--- src/common/adc_cmp_regs.svh ---
// Register offsets, field positions and timing counts of the compare/scan controller.
// Assumes AHB-Lite word access; byte addresses are offsets below.
`ifndef ADC_CMP_REGS_SVH
`define ADC_CMP_REGS_SVH
`define OFS_CTRL 12'h000
`define OFS_CHSEL 12'h004
`define OFS_WIN_A 12'h008
`define OFS_WIN_B 12'h00C
`define OFS_REF_A 12'h010
`define OFS_REF_B 12'h014
`define OFS_DISC 12'h018
`define OFS_STATUS 12'h01C
`define OFS_RESULT 12'h020
`define OFS_DIAG_RES 12'h024
`define OFS_DBL_RES 12'h028
`define OFS_SCAN_TIME 12'h02C
// Control register fields
`define CTRL_START 0
`define CTRL_CONT 1
`define CTRL_DBL 2
`define CTRL_DIAG 3
`define CTRL_CMP_EN 4
`define CTRL_EVT_EN 5
`define CTRL_BUF_EN 6
`define CTRL_CMP_B_EN 7
// Window select codes above the analog channels
`define SEL_TEMP 5'h10
`define SEL_VREF 5'h11
// Phase lengths in ns, rounded up to clock cycles at 100 MHz
`define START_DELAY_NS 50
`define END_DELAY_NS 30
`define CONV_NS 200
`define DIAG_NS 200
`define ASSIST_STATE_NS 10
`define CYC_NS 10
`define START_CYC ((`START_DELAY_NS + `CYC_NS - 1) / `CYC_NS)
`define END_CYC ((`END_DELAY_NS + `CYC_NS - 1) / `CYC_NS)
`define CONV_CYC ((`CONV_NS + `CYC_NS - 1) / `CYC_NS)
`define DIAG_CYC ((`DIAG_NS + `CYC_NS - 1) / `CYC_NS)
`define ASSIST_CYC ((`ASSIST_STATE_NS + `CYC_NS - 1) / `CYC_NS)
`endif

--- src/common/adc_cmp_pkg.sv ---
// Types shared by the compare/scan controller.
// Assumes adc_cmp_regs.svh for numeric constants.
`default_nettype none
package adc_cmp_pkg;
    typedef enum logic [2:0] {
        ST_IDLE, ST_START, ST_ASSIST, ST_CONV, ST_DIAG, ST_END
    } scan_state_e;
    typedef struct packed {
        logic [4:0] sel;
        logic [11:0] low;
        logic [11:0] high;
        logic en;
    } window_s;
    typedef struct packed {
        logic valid;
        logic [11:0] data;
    } sample_s;
endpackage
`default_nettype wire

--- src/verilog/window_cmp.sv ---
// One compare window: in-range test of a sample against low/high references.
// Assumes sample and window from the same clock domain.
`default_nettype none
module window_cmp
    import adc_cmp_pkg::*;
(
    // Clock and reset
    input wire logic clk,
    input wire logic rst_n,
    // Compare request
    input wire window_s win,
    input wire logic [4:0] ch,
    input wire sample_s smp,
    // Result
    output logic hit_reg,
    output logic done_reg
);
    always_ff @(posedge clk) begin
        if (!rst_n) begin
            hit_reg <= 1'b0;
            done_reg <= 1'b0;
        end else begin
            done_reg <= smp.valid && win.en && (ch == win.sel);
            if (smp.valid && win.en && (ch == win.sel)) begin
                hit_reg <= (smp.data >= win.low) && (smp.data <= win.high);
            end
        end
    end
endmodule
`default_nettype wire

--- src/verilog/adc_compare_window_scan.sv ---
// Scan sequencer and window compare control of a 12-bit SAR converter.
// Assumes an AHB-Lite master, an analog core returning one sample per conversion slot.
`default_nettype none
`include "adc_cmp_regs.svh"
module adc_compare_window_scan
    import adc_cmp_pkg::*;
(
    // Clock and reset
    input wire logic clk,
    input wire logic rst_n,
    // AHB-Lite slave
    input wire logic hsel,
    input wire logic [11:0] haddr,
    input wire logic [1:0] htrans,
    input wire logic hwrite,
    input wire logic [2:0] hsize,
    input wire logic [31:0] hwdata,
    input wire logic hready,
    output logic [31:0] hrdata,
    output logic hreadyout,
    output logic hresp,
    // Analog core
    input wire logic [11:0] conv_data,
    output logic [4:0] conv_ch_reg,
    output logic conv_go_reg,
    output logic assist_reg,
    // Compare events
    output logic match_evt_reg,
    output logic mismatch_evt_reg
);
    function automatic logic is_internal(input logic [4:0] s);
        is_internal = (s == `SEL_TEMP) || (s == `SEL_VREF);
    endfunction
    logic [7:0] ctrl_reg, phase_cnt_reg;
    logic [15:0] chsel_reg, scan_time_reg, scan_cnt_reg;
    logic [4:0] win_a_sel_reg, win_b_sel_reg;
    logic [23:0] ref_a_reg, ref_b_reg;
    logic [3:0] assist_state_count, ch_reg, next_ch;
    logic [11:0] result_reg, self_diag_result_reg, double_trigger_result_reg, addr_reg;
    logic busy_reg, a_hit_flag_reg, b_hit_flag_reg, wr_pend_reg, phase_done, have_next;
    scan_state_e state_reg;
    sample_s smp;
    window_s win_a, win_b;
    logic a_hit, a_done, b_hit, b_done, cmp_ok, start_req;
    // Bus: zero wait states, always OKAY
    assign hreadyout = 1'b1;
    assign hresp = 1'b0;

    always_ff @(posedge clk) begin
        if (!rst_n) begin
            wr_pend_reg <= 1'b0;
            addr_reg <= 12'h000;
        end else if (hready) begin
            wr_pend_reg <= hsel && htrans[1] && hwrite;
            addr_reg <= haddr;
        end
    end
    assign start_req = wr_pend_reg && addr_reg == `OFS_CTRL && hwdata[`CTRL_START];
    // Configuration registers
    always_ff @(posedge clk) begin
        if (!rst_n) begin
            ctrl_reg <= 8'h00;
            chsel_reg <= 16'h0000;
            win_a_sel_reg <= 5'h00;
            win_b_sel_reg <= 5'h00;
            ref_a_reg <= 24'h00_0000;
            ref_b_reg <= 24'h00_0000;
            assist_state_count <= 4'h0;
        end else if (wr_pend_reg) begin
            case (addr_reg)
                `OFS_CTRL: ctrl_reg <= {hwdata[7:1], 1'b0};
                `OFS_CHSEL: chsel_reg <= hwdata[15:0];
                `OFS_WIN_A: win_a_sel_reg <= hwdata[4:0];
                `OFS_WIN_B: win_b_sel_reg <= hwdata[4:0];
                `OFS_REF_A: ref_a_reg <= hwdata[23:0];
                `OFS_REF_B: ref_b_reg <= hwdata[23:0];
                `OFS_DISC: assist_state_count <= hwdata[3:0];
                default: ;
            endcase
        end
    end

    // Compare is gated off in diagnosis and double-trigger modes
    assign cmp_ok = ctrl_reg[`CTRL_CMP_EN] && !ctrl_reg[`CTRL_DIAG]
        && !ctrl_reg[`CTRL_DBL];
    assign win_a.sel = win_a_sel_reg;
    assign win_a.low = ref_a_reg[11:0];
    assign win_a.high = ref_a_reg[23:12];
    assign win_a.en = cmp_ok && !is_internal(win_b_sel_reg);
    assign win_b.sel = win_b_sel_reg;
    assign win_b.low = ref_b_reg[11:0];
    assign win_b.high = ref_b_reg[23:12];
    assign win_b.en = cmp_ok && ctrl_reg[`CTRL_CMP_B_EN]
        && !is_internal(win_a_sel_reg)
        && (win_b_sel_reg != win_a_sel_reg);

    // Only ordinary channel conversions reach the windows
    assign smp.valid = (state_reg == ST_CONV) && phase_done;
    assign smp.data = conv_data;

    window_cmp u_win_a (
        .clk(clk),
        .rst_n(rst_n),
        .win(win_a),
        .ch({1'b0, ch_reg}),
        .smp(smp),
        .hit_reg(a_hit),
        .done_reg(a_done)
    );
    window_cmp u_win_b (
        .clk(clk),
        .rst_n(rst_n),
        .win(win_b),
        .ch({1'b0, ch_reg}),
        .smp(smp),
        .hit_reg(b_hit),
        .done_reg(b_done)
    );
    // Next selected channel above the current one
    always_comb begin
        next_ch = 4'h0;
        have_next = 1'b0;
        for (int i = 15; i >= 0; i--) begin
            if (chsel_reg[i] && (i > int'(ch_reg))) begin
                next_ch = 4'(i);
                have_next = 1'b1;
            end
        end
    end

    function automatic logic [3:0] first_ch(input logic [15:0] m);
        first_ch = 4'h0;
        for (int i = 15; i >= 0; i--) begin
            if (m[i]) begin
                first_ch = 4'(i);
            end
        end
    endfunction
    assign phase_done = (phase_cnt_reg == 8'h01);
    // Scan sequencer
    always_ff @(posedge clk) begin
        if (!rst_n) begin
            state_reg <= ST_IDLE;
            phase_cnt_reg <= 8'h00;
            ch_reg <= 4'h0;
            busy_reg <= 1'b0;
        end else begin
            case (state_reg)
                ST_IDLE: if (start_req && chsel_reg != 16'h0000) begin
                    state_reg <= ST_START;
                    phase_cnt_reg <= 8'(`START_CYC);
                    ch_reg <= first_ch(chsel_reg);
                    busy_reg <= 1'b1;
                end
                ST_START: if (phase_done) begin
                    if (assist_state_count == 4'h0) begin
                        state_reg <= ST_CONV;
                        phase_cnt_reg <= 8'(`CONV_CYC);
                    end else begin
                        state_reg <= ST_ASSIST;
                        phase_cnt_reg <= 8'(`ASSIST_CYC * assist_state_count);
                    end
                end else begin
                    phase_cnt_reg <= phase_cnt_reg - 8'h01;
                end
                ST_ASSIST: if (phase_done) begin
                    state_reg <= ST_CONV;
                    phase_cnt_reg <= 8'(`CONV_CYC);
                end else begin
                    phase_cnt_reg <= phase_cnt_reg - 8'h01;
                end
                ST_DIAG: if (phase_done) begin
                    state_reg <= ST_END;
                    phase_cnt_reg <= 8'(`END_CYC);
                end else begin
                    phase_cnt_reg <= phase_cnt_reg - 8'h01;
                end
                ST_CONV: if (phase_done) begin
                    if (have_next) begin
                        ch_reg <= next_ch;
                        state_reg <= (assist_state_count == 4'h0) ? ST_CONV : ST_ASSIST;
                        phase_cnt_reg <= (assist_state_count == 4'h0) ? 8'(`CONV_CYC)
                            : 8'(`ASSIST_CYC * assist_state_count);
                    end else begin
                        state_reg <= ctrl_reg[`CTRL_DIAG] ? ST_DIAG : ST_END;
                        phase_cnt_reg <= ctrl_reg[`CTRL_DIAG] ? 8'(`DIAG_CYC) : 8'(`END_CYC);
                    end
                end else begin
                    phase_cnt_reg <= phase_cnt_reg - 8'h01;
                end
                ST_END: if (phase_done) begin
                    if (ctrl_reg[`CTRL_CONT] && !ctrl_reg[`CTRL_EVT_EN]
                        && !ctrl_reg[`CTRL_BUF_EN]) begin
                        state_reg <= ST_START;
                        phase_cnt_reg <= 8'(`START_CYC);
                        ch_reg <= first_ch(chsel_reg);
                    end else begin
                        state_reg <= ST_IDLE;
                        busy_reg <= 1'b0;
                    end
                end else begin
                    phase_cnt_reg <= phase_cnt_reg - 8'h01;
                end
                default: state_reg <= ST_IDLE;
            endcase
        end
    end
    // Analog core drive and results
    always_ff @(posedge clk) begin
        if (!rst_n) begin
            conv_ch_reg <= 5'h00;
            conv_go_reg <= 1'b0;
            assist_reg <= 1'b0;
            result_reg <= 12'h000;
            self_diag_result_reg <= 12'h000;
            double_trigger_result_reg <= 12'h000;
            scan_cnt_reg <= 16'h0000;
            scan_time_reg <= 16'h0000;
        end else begin
            conv_ch_reg <= {1'b0, ch_reg};
            conv_go_reg <= (state_reg == ST_CONV);
            assist_reg <= (state_reg == ST_ASSIST);
            if (smp.valid) begin
                if (ctrl_reg[`CTRL_DBL]) begin
                    double_trigger_result_reg <= conv_data;
                end else begin
                    result_reg <= conv_data;
                end
            end
            if (state_reg == ST_DIAG && phase_done) begin
                self_diag_result_reg <= conv_data;
            end
            scan_cnt_reg <= (state_reg == ST_IDLE) ? 16'h0000 : scan_cnt_reg + 16'h0001;
            if (state_reg == ST_END && phase_done) begin
                scan_time_reg <= scan_cnt_reg + 16'h0001;
            end
        end
    end
    // Compare events and sticky hit flags
    always_ff @(posedge clk) begin
        if (!rst_n) begin
            match_evt_reg <= 1'b0;
            mismatch_evt_reg <= 1'b0;
            a_hit_flag_reg <= 1'b0;
            b_hit_flag_reg <= 1'b0;
        end else begin
            match_evt_reg <= ctrl_reg[`CTRL_EVT_EN]
                && ((a_done && a_hit) || (b_done && b_hit));
            mismatch_evt_reg <= ctrl_reg[`CTRL_EVT_EN]
                && ((a_done && !a_hit) || (b_done && !b_hit));
            if (a_done && a_hit) begin
                a_hit_flag_reg <= 1'b1;
            end else if (wr_pend_reg && addr_reg == `OFS_STATUS && hwdata[1]) begin
                a_hit_flag_reg <= 1'b0;
            end
            if (b_done && b_hit) begin
                b_hit_flag_reg <= 1'b1;
            end else if (wr_pend_reg && addr_reg == `OFS_STATUS && hwdata[2]) begin
                b_hit_flag_reg <= 1'b0;
            end
        end
    end
    // Read data, driven in the data phase
    always_comb begin
        case (addr_reg)
            `OFS_CTRL: hrdata = {24'h00_0000, ctrl_reg};
            `OFS_CHSEL: hrdata = {16'h0000, chsel_reg};
            `OFS_WIN_A: hrdata = {27'h000_0000, win_a_sel_reg};
            `OFS_WIN_B: hrdata = {27'h000_0000, win_b_sel_reg};
            `OFS_REF_A: hrdata = {8'h00, ref_a_reg};
            `OFS_REF_B: hrdata = {8'h00, ref_b_reg};
            `OFS_DISC: hrdata = {28'h000_0000, assist_state_count};
            `OFS_STATUS: hrdata = {26'h000_0000, win_b.en, win_a.en, state_reg == ST_IDLE,
                b_hit_flag_reg, a_hit_flag_reg, busy_reg};
            `OFS_RESULT: hrdata = {20'h0_0000, result_reg};
            `OFS_DIAG_RES: hrdata = {20'h0_0000, self_diag_result_reg};
            `OFS_DBL_RES: hrdata = {20'h0_0000, double_trigger_result_reg};
            `OFS_SCAN_TIME: hrdata = {16'h0000, scan_time_reg};
            default: hrdata = 32'h0000_0000;
        endcase
    end
endmodule
`default_nettype wire

--- config.mk ---
export PLATFORM = sky130hd
export DESIGN_NAME = adc_compare_window_scan
export DESIGN_NICKNAME = d
export VERILOG_FILES = /design/src/common/adc_cmp_pkg.sv /design/src/verilog/window_cmp.sv /design/src/verilog/adc_compare_window_scan.sv
export VERILOG_INCLUDE_DIRS = /design/src /design/src/common
export SDC_FILE = /design/constraint.sdc
export NUM_CORES = 1
export LEC_CHECK = 0
export BUFFER_PORTS_ARGS = -buffer_cell sky130_fd_sc_hd__buf_4
export CAP_MARGIN = 20
export CORE_MARGIN = 1
export CORE_UTILIZATION = 47
export CTS_CLUSTER_DIAMETER = 120
export CTS_CLUSTER_SIZE = 28
export DETAILED_ROUTE_END_ITERATION = 12
export GPL_TIMING_DRIVEN = 1
export PLACE_DENSITY_LB_ADDON = 0.25
export SLEW_MARGIN = 30
export SYNTH_ARGS = -nofsm -noshare
export SYNTH_HDL_FRONTEND = slang
export SYNTH_SLANG_ARGS = --single-unit
--- constraint.sdc ---
create_clock -name clk -period 2.4 [get_ports clk]
set_input_delay 0.48 -clock clk [delete_from_list [all_inputs] [get_ports clk]]
set_output_delay 0.48 -clock clk [all_outputs]
set_load 0.01 [all_outputs]
==> results.json <==
{
  "status": "finished with violations",
  "failed_checks": "setup timing",
  "setup_viol": 25,
  "crit_cells": 7,
  "cap_violations": 0,
  "max_slew_margin_pct": 64.2,
  "fin_skew_ns": 0.0111,
  "cp_top_family": "simple AND/OR/NAND/NOR gates",
  "rows": 54,
  "leakagePower_nw": 5.11,
  "netlist_area_um2": 10700,
  "dr.pass1.iters": 6,
  "hp-class": "in2reg",
  "worstMarginPinSlew_ns": 0.532,
  "power_mw": 7.85,
  "grt_max_degree": 98,
  "dieArea_um2": 23400,
  "slew_violations": 0,
  "syn_inst": 1329,
  "pwr-share-clk_pct": 41.2,
  "dp_hpwl_mm": 24.6,
  "layout_setup_ws_ns": -0.661,
  "ys.flop_type": "dfxtp_1",
  "syn_avg_cell_area_um2": 8.05,
  "critPathCaptureType": "output pin",
  "initial_core_util_pct": 48.4,
  "ant_nets": 0,
  "htreeDepth": 4,
  "post-place-ws_ns": -0.289,
  "first_iter_violations": 1010,
  "timing.rr.start": "addr_reg[8]",
  "synth_edf_count": 0,
  "cp_cell_sequence": "or4_4, or3_4, nor3_4, buf_4, a22oi_1, nand4_1, buf_4",
  "drcViolationCount": 0,
  "grt_pass1_wl_mm": 53.4,
  "placed_cells": 1714,
  "diodes": 0,
  "final.min_clock_period_ns": 3.06,
  "yosysSeqAreaShare_pct": 36.7,
  "period_share_pct": 128,
  "fmaxAchievable_ghz": 0.327,
  "cts.path.max_buffers": 2,
  "die_y_um": 153,
  "clkTransAtPathRegs_ns": 0.08,
  "slowest_stage": "or4_4",
  "clkLatencyLatePin_ns": 0.44,
  "cp_common_cell": "buf_4",
  "p_int_mw": 5.73,
  "power_frac_seq_pct": 43.1,
  "max_stage_delay_ns": 0.53,
  "hp-start": "haddr[4]",
  "drive_gt1_share_pct": 20.7,
  "core_um2": 22100,
  "hold_viol_final": 0,
  "ys_types": 86,
  "reg2reg_depth": 11,
  "path_max_fanout": 5,
  "synth-warning-count": 0,
  "io_pins": 109,
  "die_width_um": 153,
  "area_growth_pct": 24.2,
  "gp_congestion": 0.969,
  "cts-buffers-inserted": 17,
  "finalSetupTns_ns": -12.55,
  "grt_pass1_vias": 9629,
  "comb_power_share_pct": 15.7,
  "cts_tree": "yes",
  "vias": 10589,
  "cp-start-kind": "flop",
  "irDropWorstVdd_uv": 452,
  "ys_seq_elements": 196,
  "final_nets": 1588,
  "instances_no_fill": 1764,
  "routedWlPerCell_um": 19.5,
  "grt_overflow": 0,
  "grt.total_usage_pct": 29.0,
  "via_per_inst": 6.00,
  "p_sw_share_pct": 27.0,
  "antenna_found_initial": 0,
  "io_buffers": 85,
  "cp.arrival_ns": 2.58,
  "worstPathRequired_ns": 1.92,
  "startpoint": "addr_reg[8]",
  "cts-root-buf": "clkbuf_16",
  "min_path_cells": 3,
  "asyncSetResetFlopFracSynth_pct": 0,
  "path_class": "reg2out",
  "holdWs_ns": 0.276,
  "rsz0062_at_grt": "true",
  "switchingPower_mw": 2.12,
  "clkSinkCount": 196,
  "power_density_nw_per_um2": 590,
  "critPathBufInv": 2,
  "drt-total-wl_mm": 34.4
}
## timing repair
item	in CTS	in global routing
hold buffers	0	0
resized for setup	19	52
buffers inserted	5	9
pin swaps	13	8
endpoints found under the setup margin	25	53
gates cloned	2	2
## power groups by stage
stage | clock (mW) | combinational (mW) | sequential, mW
after global placement | 0 | 1.14 | 3.45
after global routing | 3.38 | 1.35 | 3.39
after floorplan | 0 | 0.703 | 3.43
after detailed placement | 0 | 1.14 | 3.46
final | 3.23 | 1.23 | 3.38
after CTS | 3.26 | 1.17 | 3.38
## synthesized netlist by cell type, drive strengths merged (7+ instances only)
master,instances,area share [%]
a221oi,9,0.74
inv,61,2.1
nor2b,11,0.64
clkbuf,49,1.7
ha,51,6.0
a21oi,125,5.8
nand2b,15,0.88
nand2,199,7.0
o21ai,32,1.5
xor2,23,1.9
dfxtp,196,37
xnor2,7,0.57
buf,45,2.6
nor4,12,0.88
nor2,135,5.0
a222oi,7,0.65
and3,10,0.58
mux2i,55,5.1
nand4,20,1.2
nor3,32,1.8
and2,7,0.41
a211oi,18,1.3
a22oi,24,1.7
a22o,15,1.2
a31oi,10,0.58
nand3,54,2.6
## layout by cell type (no fill, tap or decap), types with 6 or more instances in the layout
cell and n:
nor4_1 8, buf_6 27, o21a_1 6, xnor2_1 7, nand2b_1 15, and3_1 9
a22o_1 15, buf_12 10, a22oi_1 20, dfxtp_1 191, nor2b_1 10, a221oi_1 7
a211oi_1 18, a31oi_1 10, clkbuf_16 19, nor2_1 123, o21ai_0 30, xor2_1 23
a222oi_1 7, ha_1 51, nand2_1 197, mux2i_1 55, buf_4 167, nand4_1 20
nand3_1 53, nor2_2 9, nor3_1 27, conb_1 11, a21oi_1 125, inv_1 60
## worst register-to-register path, stage by stage (launching register included)
cell	delay, ns
dfxtp_2	0.32
buf_4	0.13
buf_6	0.11
nor4_4	0.31
buf_4	0.17
and4_4	0.27
buf_6	0.11
nand4_1	0.20
a32oi_4	0.36
buf_4	0.18
o21ai_0	0.06
a31oi_1	0.14
## layout make-up
class / count / area, um2
Timing Repair Buffer: 208 / 1850
Fill cell: 1950 / 8800
Clock inverter: 13 / 219
Multi-Input combinational cell: 986 / 6270
Sequential cell: 196 / 3930
Inverter: 62 / 235
Tap cell: 280 / 350
Clock buffer: 19 / 443
## metal layers
metal | up-vias | GRT usage (%) | wire (um)
met5 | - | 0 | 0
met4 | 0 | 11.8 | 1320
met3 | 104 | 3.80 | 2570
met2 | 484 | 46.0 | 15700
met1 | 5029 | 39.9 | 14900
li1 | 4972 | - | -
## kinds of logic (layout without fill, tap and decap cells)
family | count (synthesis) | count (layout) | synth area share (%)
AOI/OAI and AO/OA | 312 | 312 | 19.3
xor gates and xnor gates | 30 | 30 | 2.46
adders and majority gates | 51 | 51 | 5.96
buffers and inverters | 156 | 302 | 6.54
DFF | 196 | 196 | 36.7
muxes | 62 | 62 | 6.09
other | 2 | 11 | 0.0702
and+or+nand+nor | 520 | 520 | 22.9
## path summary, 6_finish.rpt
check,endpoint,slack [ns]
setup / recovery,hrdata[4],-0.66
hold / removal,addr_reg[4],0.28
setup reg to reg,ch_reg[0],-0.02
hold reg to reg,double_trigger_result_reg[9],0.46
## metrics by stage
stage | instance area, um2 | utilization (%)
finish | 13300 | 60.2
global route | 13300 | 60.2
CTS | 13000 | 58.8
detailed placement | 12200 | 55.1
global placement | 12200 | 55.1
floorplan | 10700 | -
(Power assumes the default switching activity.)
